--- src/rrl_pkg.sv ---
// Shared constants and types for the refresh and RAS lock link
package rrl_pkg;
  // ==========================================================
  // Clock and link timing
  // ==========================================================
  localparam int CLK_PS      = 25000;
  localparam int CK_DIV      = 4;
  localparam int TW          = 8;
  localparam int T_RCD_PS    = 18000;
  localparam int T_RAS_PS    = 42000;
  localparam int T_RC_PS     = 60000;
  localparam int T_RP_PS     = 18000;
  localparam int T_RRD_PS    = 10000;
  localparam int T_RFCAB_PS  = 280000;
  localparam int T_RFCPB_PS  = 140000;
  localparam int T_WR_PS     = 18000;
  localparam int T_WTR_PS    = 10000;
  localparam int N_RCD   = (T_RCD_PS + CLK_PS - 1) / CLK_PS;
  localparam int N_RAS   = (T_RAS_PS + CLK_PS - 1) / CLK_PS;
  localparam int N_RC    = (T_RC_PS + CLK_PS - 1) / CLK_PS;
  localparam int N_RP    = (T_RP_PS + CLK_PS - 1) / CLK_PS;
  localparam int N_RRD   = (T_RRD_PS + CLK_PS - 1) / CLK_PS;
  localparam int N_RFCAB = (T_RFCAB_PS + CLK_PS - 1) / CLK_PS;
  localparam int N_RFCPB = (T_RFCPB_PS + CLK_PS - 1) / CLK_PS;
  localparam int N_WR    = (T_WR_PS + CLK_PS - 1) / CLK_PS;
  localparam int N_WTR   = (T_WTR_PS + CLK_PS - 1) / CLK_PS;
  // Auto-precharge delays in link clocks
  localparam int NRTP_NCK = 8;
  localparam int NWR_NCK  = 8;
  localparam int BL32_NCK = 8;
  // ==========================================================
  // First-edge opcodes on CA[4:0]
  // ==========================================================
  localparam logic [4:0] OP_ACT = 5'h01;
  localparam logic [4:0] OP_RD  = 5'h02;
  localparam logic [4:0] OP_WR  = 5'h04;
  localparam logic [4:0] OP_REF = 5'h08;
  localparam logic [4:0] OP_PRE = 5'h10;
  localparam logic [4:0] OP_SRX = 5'h14;
  localparam int NBANK = 8;

  typedef enum logic [2:0] {
    C_ACT, C_RDA, C_WRA, C_WR, C_PRE, C_REFPB, C_REFAB, C_SRX
  } rrl_cmd_type;
endpackage : rrl_pkg

--- src/rrl_link_if.sv ---
// Command link between controller end and memory end
`timescale 1ns/100ps
interface rrl_link_if;
  logic       ck;
  logic       cs;
  logic [5:0] ca;
  modport ctl (output ck, output cs, output ca);
  modport dev (input ck, input cs, input ca);
endinterface : rrl_link_if

--- src/rrl_ctl_end.sv ---
// Controller end: command timing, refresh tracking, link driver
`timescale 1ns/100ps
module rrl_ctl_end import rrl_pkg::*; #(
  parameter int P_RCD   = N_RCD,
  parameter int P_RC    = N_RC,
  parameter int P_RP    = N_RP,
  parameter int P_RRD   = N_RRD,
  parameter int P_RFCAB = N_RFCAB,
  parameter int P_RFCPB = N_RFCPB,
  parameter int P_WR    = N_WR,
  parameter int P_WTR   = N_WTR,
  parameter int P_NRTP  = NRTP_NCK
) (
  input  wire logic        i_clk,
  input  wire logic        i_rst,
  input  wire logic        i_bl32,
  input  wire logic        i_req_valid,
  input  rrl_cmd_type      i_req_cmd,
  input  wire logic [2:0]  i_req_bank,
  output logic             o_req_ready,
  output logic [NBANK-1:0] o_bank_open,
  output logic [NBANK-1:0] o_ref_done,
  output logic [2:0]       o_bank_cnt,
  rrl_link_if.ctl          link
);
  // ==========================================================
  // Link clock divider and word sequencer
  // ==========================================================
  typedef enum logic [1:0] {
    ST_IDLE = 2'b00,
    ST_W1   = 2'b01,
    ST_W2   = 2'b11
  } rrl_st_type;

  rrl_st_type st_reg;
  logic [1:0] ph_reg;
  logic       cs_reg;
  logic [5:0] ca_reg;
  logic [2:0] bank_hold_reg;
  logic       slot;
  logic       acc;

  assign slot = ph_reg == 2'h3;
  assign acc  = o_req_ready & i_req_valid;

  always_ff @(posedge i_clk) begin
    if (i_rst) begin
      ph_reg <= 2'h0;
    end else begin
      ph_reg <= ph_reg + 2'h1;
    end
  end
  assign link.ck = ph_reg[1];
  assign link.cs = cs_reg;
  assign link.ca = ca_reg;

  function automatic logic [5:0] word1(rrl_cmd_type c);
    case (c)
      C_ACT:   word1 = {1'b0, OP_ACT};
      C_RDA:   word1 = {1'b1, OP_RD};
      C_WRA:   word1 = {1'b1, OP_WR};
      C_WR:    word1 = {1'b0, OP_WR};
      C_PRE:   word1 = {1'b0, OP_PRE};
      C_REFPB: word1 = {1'b0, OP_REF};
      C_REFAB: word1 = {1'b1, OP_REF};
      C_SRX:   word1 = {1'b0, OP_SRX};
      default: word1 = 6'h00;
    endcase
  endfunction : word1

  // Words change while ck is low, stable at its rising edge
  always_ff @(posedge i_clk) begin
    if (i_rst) begin
      st_reg        <= ST_IDLE;
      cs_reg        <= 1'b0;
      ca_reg        <= 6'h00;
      bank_hold_reg <= 3'h0;
    end else if (slot) begin
      case (st_reg)
        ST_W1: begin
          st_reg <= ST_W2;
          cs_reg <= 1'b0;
          ca_reg <= {3'h0, bank_hold_reg};
        end
        default: begin
          if (acc) begin
            st_reg        <= ST_W1;
            cs_reg        <= 1'b1;
            ca_reg        <= word1(i_req_cmd);
            bank_hold_reg <= i_req_bank;
          end else begin
            st_reg <= ST_IDLE;
            cs_reg <= 1'b0;
            ca_reg <= 6'h00;
          end
        end
      endcase
    end
  end

  // ==========================================================
  // Command events
  // ==========================================================
  logic ev_act, ev_pre, ev_ap, ev_wr, ev_refpb, ev_refab, ev_srx;
  assign ev_act   = acc && i_req_cmd == C_ACT;
  assign ev_pre   = acc && i_req_cmd == C_PRE;
  assign ev_ap    = acc && (i_req_cmd == C_RDA || i_req_cmd == C_WRA);
  assign ev_wr    = acc && (i_req_cmd == C_WR || i_req_cmd == C_WRA);
  assign ev_refpb = acc && i_req_cmd == C_REFPB;
  assign ev_refab = acc && i_req_cmd == C_REFAB;
  assign ev_srx   = acc && i_req_cmd == C_SRX;

  // ==========================================================
  // Global elapsed-time counters
  // ==========================================================
  logic [TW-1:0] since_act_reg, since_refab_reg, since_refpb_reg;
  logic [TW-1:0] since_wr_reg;
  // Saturating step so long-idle timers never wrap back to short
  function automatic logic [TW-1:0] sat_inc(input logic [TW-1:0] v);
    sat_inc = (v == '1) ? v : v + 1'b1;
  endfunction : sat_inc
  always_ff @(posedge i_clk) begin
    if (i_rst) begin
      since_act_reg   <= '1;
      since_refab_reg <= '1;
      since_refpb_reg <= '1;
      since_wr_reg    <= '1;
    end else begin
      since_act_reg   <= ev_act ? '0 : sat_inc(since_act_reg);
      since_refab_reg <= ev_refab ? '0 : sat_inc(since_refab_reg);
      since_refpb_reg <= ev_refpb ? '0 : sat_inc(since_refpb_reg);
      since_wr_reg    <= ev_wr ? '0 : sat_inc(since_wr_reg);
    end
  end

  // ==========================================================
  // Per-bank state and timing
  // ==========================================================
  logic [NBANK-1:0] act_ok, ap_ok, pre_ok, ref_ok;
  genvar b;
  generate
    for (b = 0; b < NBANK; b++) begin : g_bank
      logic [TW-1:0] act_t_reg, pre_t_reg, rpb_t_reg;
      logic          hit;
      assign hit = i_req_bank == 3'(b);
      always_ff @(posedge i_clk) begin
        if (i_rst) begin
          act_t_reg <= '1;
        end else if (ev_act && hit) begin
          act_t_reg <= '0;
        end else if (act_t_reg != '1) begin
          act_t_reg <= act_t_reg + 1'b1;
        end
      end
      always_ff @(posedge i_clk) begin
        if (i_rst) begin
          pre_t_reg <= '1;
        end else if ((ev_pre || ev_ap) && hit) begin
          pre_t_reg <= '0;
        end else if (pre_t_reg != '1) begin
          pre_t_reg <= pre_t_reg + 1'b1;
        end
      end
      always_ff @(posedge i_clk) begin
        if (i_rst) begin
          rpb_t_reg <= '1;
        end else if (ev_refpb && hit) begin
          rpb_t_reg <= '0;
        end else if (rpb_t_reg != '1) begin
          rpb_t_reg <= rpb_t_reg + 1'b1;
        end
      end
      always_ff @(posedge i_clk) begin
        if (i_rst) begin
          o_bank_open[b] <= 1'b0;
        end else if (ev_act && hit) begin
          o_bank_open[b] <= 1'b1;
        end else if ((ev_pre || ev_ap) && hit) begin
          o_bank_open[b] <= 1'b0;
        end
      end
      assign act_ok[b] = !o_bank_open[b]
        && act_t_reg >= TW'(P_RC)
        && pre_t_reg >= TW'(P_RP)
        && rpb_t_reg >= TW'(P_RFCPB);
      assign ap_ok[b]  = o_bank_open[b]
        && act_t_reg >= TW'(P_RCD);
      assign pre_ok[b] = pre_t_reg >= TW'(P_RP);
      assign ref_ok[b] = !o_bank_open[b]
        && pre_t_reg >= TW'(P_RP)
        && !o_ref_done[b];
    end
  endgenerate

  // ==========================================================
  // Per-bank refresh set and bank counter
  // ==========================================================
  always_ff @(posedge i_clk) begin
    if (i_rst || ev_srx || ev_refab) begin
      o_ref_done <= '0;
    end else if (ev_refpb) begin
      if ((o_ref_done | (8'h01 << i_req_bank)) == 8'hFF) begin
        o_ref_done <= '0;
      end else begin
        o_ref_done <= o_ref_done | (8'h01 << i_req_bank);
      end
    end
  end
  always_ff @(posedge i_clk) begin
    if (i_rst || ev_srx || ev_refab) begin
      o_bank_cnt <= 3'h0;
    end else if (ev_refpb) begin
      o_bank_cnt <= o_bank_cnt + 3'h1;
    end
  end

  // ==========================================================
  // Request admission
  // ==========================================================
  logic ref_gap, rda_ok, ok;
  assign ref_gap = since_refab_reg >= TW'(P_RFCAB)
                && since_refpb_reg >= TW'(P_RFCPB);
  // Write recovery covered by time since write plus nRTP, plus 8 link clocks (32 cycles) at BL32; tWTR checked alone
  assign rda_ok = since_wr_reg >= TW'(P_WTR)
    && (10'(since_wr_reg) + 10'(P_NRTP * CK_DIV)
        + (i_bl32 ? 10'(BL32_NCK * CK_DIV) : 10'h000)
        >= 10'(P_WR));

  always_comb begin
    case (i_req_cmd)
      C_ACT:   ok = act_ok[i_req_bank] && ref_gap
                 && since_act_reg >= TW'(P_RRD);
      C_RDA:   ok = ap_ok[i_req_bank] && rda_ok;
      C_WRA:   ok = ap_ok[i_req_bank];
      C_WR:    ok = o_bank_open[i_req_bank];
      C_PRE:   ok = pre_ok[i_req_bank];
      C_REFPB: ok = ref_ok[i_req_bank] && ref_gap
                 && since_act_reg >= TW'(P_RRD);
      C_REFAB: ok = o_bank_open == '0
                 && (&pre_ok) && ref_gap;
      C_SRX:   ok = ref_gap;
      default: ok = 1'b0;
    endcase
  end
  assign o_req_ready = slot && st_reg != ST_W1 && ok;
endmodule : rrl_ctl_end

--- src/flat_wrapper.sv ---
// flat-port wrapper written by rule: the top's interface ports become plain ports
module rrl_ctl_end_flat import rrl_pkg::*;
#(
  parameter int P_RCD   = N_RCD,
  parameter int P_RC    = N_RC,
  parameter int P_RP    = N_RP,
  parameter int P_RRD   = N_RRD,
  parameter int P_RFCAB = N_RFCAB,
  parameter int P_RFCPB = N_RFCPB,
  parameter int P_WR    = N_WR,
  parameter int P_WTR   = N_WTR,
  parameter int P_NRTP  = NRTP_NCK
)
  (i_clk, i_rst, i_bl32, i_req_valid, i_req_cmd, i_req_bank, o_req_ready, o_bank_open, o_ref_done, o_bank_cnt, link_ck, link_cs, link_ca);
  rrl_link_if link_i ();
  input  wire logic i_clk;
  input  wire logic i_rst;
  input  wire logic i_bl32;
  input  wire logic i_req_valid;
  input  rrl_cmd_type i_req_cmd;
  input  wire logic [2:0] i_req_bank;
  output logic o_req_ready;
  output logic [NBANK-1:0] o_bank_open;
  output logic [NBANK-1:0] o_ref_done;
  output logic [2:0] o_bank_cnt;
  output wire logic [$bits(link_i.ck)-1:0] link_ck;
  output wire logic [$bits(link_i.cs)-1:0] link_cs;
  output wire logic [$bits(link_i.ca)-1:0] link_ca;
  assign link_ck = link_i.ck;
  assign link_cs = link_i.cs;
  assign link_ca = link_i.ca;
  rrl_ctl_end #(.P_RCD(P_RCD), .P_RC(P_RC), .P_RP(P_RP), .P_RRD(P_RRD), .P_RFCAB(P_RFCAB), .P_RFCPB(P_RFCPB), .P_WR(P_WR), .P_WTR(P_WTR), .P_NRTP(P_NRTP)) u_core (.i_clk(i_clk), .i_rst(i_rst), .i_bl32(i_bl32), .i_req_valid(i_req_valid), .i_req_cmd(i_req_cmd), .i_req_bank(i_req_bank), .o_req_ready(o_req_ready), .o_bank_open(o_bank_open), .o_ref_done(o_ref_done), .o_bank_cnt(o_bank_cnt), .link(link_i));
endmodule
--- config.mk ---
export PLATFORM = sky130hd
export DESIGN_NAME = rrl_ctl_end_flat
export DESIGN_NICKNAME = d
export VERILOG_FILES = /design/src/rrl_pkg.sv /design/src/rrl_link_if.sv /design/src/rrl_ctl_end.sv /design/src/flat_wrapper.sv
export SDC_FILE = /design/constraint.sdc
export NUM_CORES = 1
export LEC_CHECK = 0
export ABC_AREA = 1
export BUFFER_PORTS_ARGS = -buffer_cell sky130_fd_sc_hd__buf_2
export CORE_MARGIN = 2
export CORE_UTILIZATION = 55
export DETAILED_ROUTE_END_ITERATION = 10
export PLACE_DENSITY = 0.72
export SYNTH_ARGS = -nofsm -noshare
export SYNTH_HDL_FRONTEND = slang
export SYNTH_SLANG_ARGS = --single-unit
export TNS_END_PERCENT = 50
--- constraint.sdc ---
create_clock -name i_clk -period 5.3 [get_ports i_clk]
set_clock_uncertainty 0.1 [all_clocks]
set_input_delay 1.06 -clock i_clk [delete_from_list [all_inputs] [get_ports i_clk]]
set_output_delay 1.06 -clock i_clk [all_outputs]
set_load 0.01 [all_outputs]
==> metrics.csv <==
stage,metric,value,unit
setup_path,Crit. End Element,primary output,
timing,FMAX,239,MHz
setup_path,critical path's largest stage delay,0.51,ns
clock_tree,total CTS buffers,29,
logic_synthesis,Synth Area per Inst,6.60,sq um
logic_synthesis,"Distinct cells, synth",47,
setup_path,slowest library cell on the worst path,nor2_1,
setup_path,Critical Path Fanout Max,12,
final_layout,final core occ,61.8,%
logic_synthesis,Synth area leader,dfxtp_1,
setup_path,worst reg2reg setup slack,1.80,ns
outcome,status,finished clean,
timing,Final Setup Violations,0,
die,Starting Density,56.4,%
clock_tree,"Hold-fix buffers, CTS",0,
clock_tree,clock root cell,clkbuf_16,
placed_design,Placed Cells,2567,
setup_path,CP Data Arrival Time,3.02,ns
clock_tree,Max clock buf depth,3,
timing,setup TNS,0,ns
timing,Final Hold Fails,0,
global_route,initial antenna violation count,1,
final_layout,"most common cell after layout, fill and taps aside",nand2_1,
global_route,largest net degree at the start of global routing,126,
setup_path,Reg-to-Reg Start,u_core.since_wr_reg[5],
clock_tree,clock sinks,257,
hold_path,worst hold endpoint,u_core.ph_reg[0],
final_layout,area grow syn2layout,9.60,%
hold_path,HP Start,u_core.ph_reg[0],
routing,DRC viols,0,
clock_tree,setup repair bufs after CTS,0,
final_layout,number of diodes,0,
timing,final critical-path share of the clock period,78.8,%
setup_path,CP required,4.14,ns
placed_design,Port Buffer Count,37,
logic_synthesis,sequential-to-total area share from yosys stat,34.8,%
die,die area,28200,sq um
routing,TritonRoute pass-1 iters,6,
die,standard-cell rows,59,
logic_synthesis,top cell type's share of synthesized area,34.8,%
hold_path,HP Class,flop to flop,
timing,Final min period,4.18,ns
global_route,gr ovfl total,0,
timing,final worst slack,1.12,ns
timing,Worst Tran Pin Value,0.863,ns
clock_tree,CTS tree,done,
die,core area,26200,sq um
setup_path,CP Class,primary input to primary output,
final_layout,fillcell total,2473,
hold_path,hold path cells,1,
logic_synthesis,synthesized instance count,2239,
logic_synthesis,"flops & latches, synth",257,
placed_design,dpl cell area,15200,sq um
clock_tree,"CTS clk-pin slew, worst paths",0.06,ns
placed_design,post-detail-place hpwl,24.6,mm
placed_design,Setup WS pre-CTS,1.10,ns
logic_synthesis,"top cells by area, synth","dfxtp_1 (35%), nand2_1 (14%), inv_1 (9.3%)",
logic_synthesis,syn_nets,2332,
setup_path,worst r2r dst,u_core.g_bank[2].rpb_t_reg[6],
logic_synthesis,Post-Synthesis Cell Area,14800,sq um
job,max_cap viols,0,
clock_tree,"Clk Latency, worst-skew pair",0.55,ns
clock_tree,post-CTS sizing,0,
setup_path,r2r worst-path depth,18,
final_layout,final cell count without fillers,2620,
final_layout,ratio of cells with drive above 1 in the final layout,5.47,%
logic_synthesis,Yosys warning count,0,
timing,Slew headroom,42.2,%
power,leakage,8.81,nW
timing,Slew Limit Fails,0,
routing,Final ANT Viol Nets,0,
routing,routed len/inst,13.2,um
routing,routed wire length,34.5,mm
power,cell area power density,622,nW/um^2
final_layout,"Design Area, Final",16200,sq um
timing,unrepaired setup endpoints after global routing,false,
routing,vias post-DR,13700,
clock_tree,htree depth,1,
routing,via-per-instance ratio,5.24,
setup_path,Worst setup SP type,primary input,
global_route,first-pass GRT wire length,59.0,mm
routing,first-iteration detailed-routing DRC count,1151,
final_layout,Layout Nets,2356,
final_layout,"commonest cells after routing, fill and taps aside","nand2_1 (536), inv_1 (365), dfxtp_1 (257), nand3_1 (252), nor2_1 (226)",
die,I/O pin total,38,
power,peak supply drop,408,uV
global_route,vias in the first global route,12800,
global_route,GRT Total Usage,24.6,%
placed_design,final RePlAce weighted congestion,0.958,
die,Die X,168,um
setup_path,critical-path cell list,buf_2 -> inv_1 -> nor2_1 -> a21oi_1 -> nand4_1 -> nand3_1 -> nand2_1 -> a21oi_1 -> nand3_1 -> nand2_2 -> a21oi_4 -> buf_2,
die,Die Y,168,um
-- synth_stat cells, drive strengths merged --
library cell,count
inv,372
nand3b,3
clkbuf,30
nor3,68
o22ai,5
nand2,542
or2,9
o2bb2ai,5
a21boi,1
dfxtp,257
o21bai,1
nor4,8
a211oi,2
nand3,252
a22oi,1
o41ai,1
a31oi,1
and2,1
a21oi,56
and3,4
o221ai,1
xnor2,3
o211ai,28
o21a,5
o21ai,162
ha,83
nor2,230
or3,1
buf,18
nand4,34
clkinv,1
xor2,54
-- critical path: cells and delay by family --
| kind | cells | cell delay [ns] |
|---|---|---|
| AO/OA/AOI/OAI | 3 | 0.58 |
| AND/OR/NAND/NOR | 6 | 0.94 |
| buffers and inverters | 3 | 0.44 |
-- per-layer routing --
layer / track usage (%) / share of wire, %
met5: 0 / 0.046
met4: 6.12 / 2.2
met3: 3.90 / 4.8
met2: 42.3 / 46
met1: 32.4 / 47
-- cell families (layout without fill, tap and decap cells) --
family	count (synthesis)	in the layout	synth area share, %
AO/OA/AOI/OAI	269	269	10.1
XOR/XNOR	57	57	3.38
adder cells (fa/ha/maj)	83	83	7.03
buffers and inverters	421	467	11.0
flip-flops	257	257	34.8
AND/OR/NAND/NOR	1152	1152	33.6
-- area by class of cell --
type | count | area [sq um] | area share [%]
sequential | 257 | 5140 | 31.8
clock buffer | 44 | 892 | 5.51
tap | 335 | 419 | 2.59
inverter | 373 | 1410 | 8.68
clock inverter | 9 | 95.1 | 0.587
multi-input combinational | 1561 | 8010 | 49.5
timing repair buffer | 41 | 228 | 1.41
-- through the flow --
step / power, mW / hold WS, ns
floorplan: 7.13 / 0.297
global placement: 7.81 / 0.308
detailed placement: 8.00 / 0.314
CTS: 10.1 / 0.322
global route: 11.2 / 0.336
finish: 10.1 / 0.321
-- worst max-delay path by stage --
stage	startpoint	end	slack [ns]	cells after the start
global route	i_req_bank[1]	o_req_ready	0.95	12
global placement	i_bl32	o_req_ready	1.18	14
detailed placement	i_req_bank[1]	u_core.g_bank[2].rpb_t_reg[6]	1.10	16
CTS	i_req_bank[1]	o_req_ready	1.12	12
floorplan	i_bl32	o_req_ready	1.72	13
finish	i_req_bank[1]	o_req_ready	1.12	12
-- report_power, final --
part / total, mW / internal, mW / switching, mW
clock network: 2.05 / 1.25 / 0.799
registers: 3.24 / 2.66 / 0.585
logic: 4.78 / 1.88 / 2.90
Note: power is estimated with default switching activity, not from simulation.
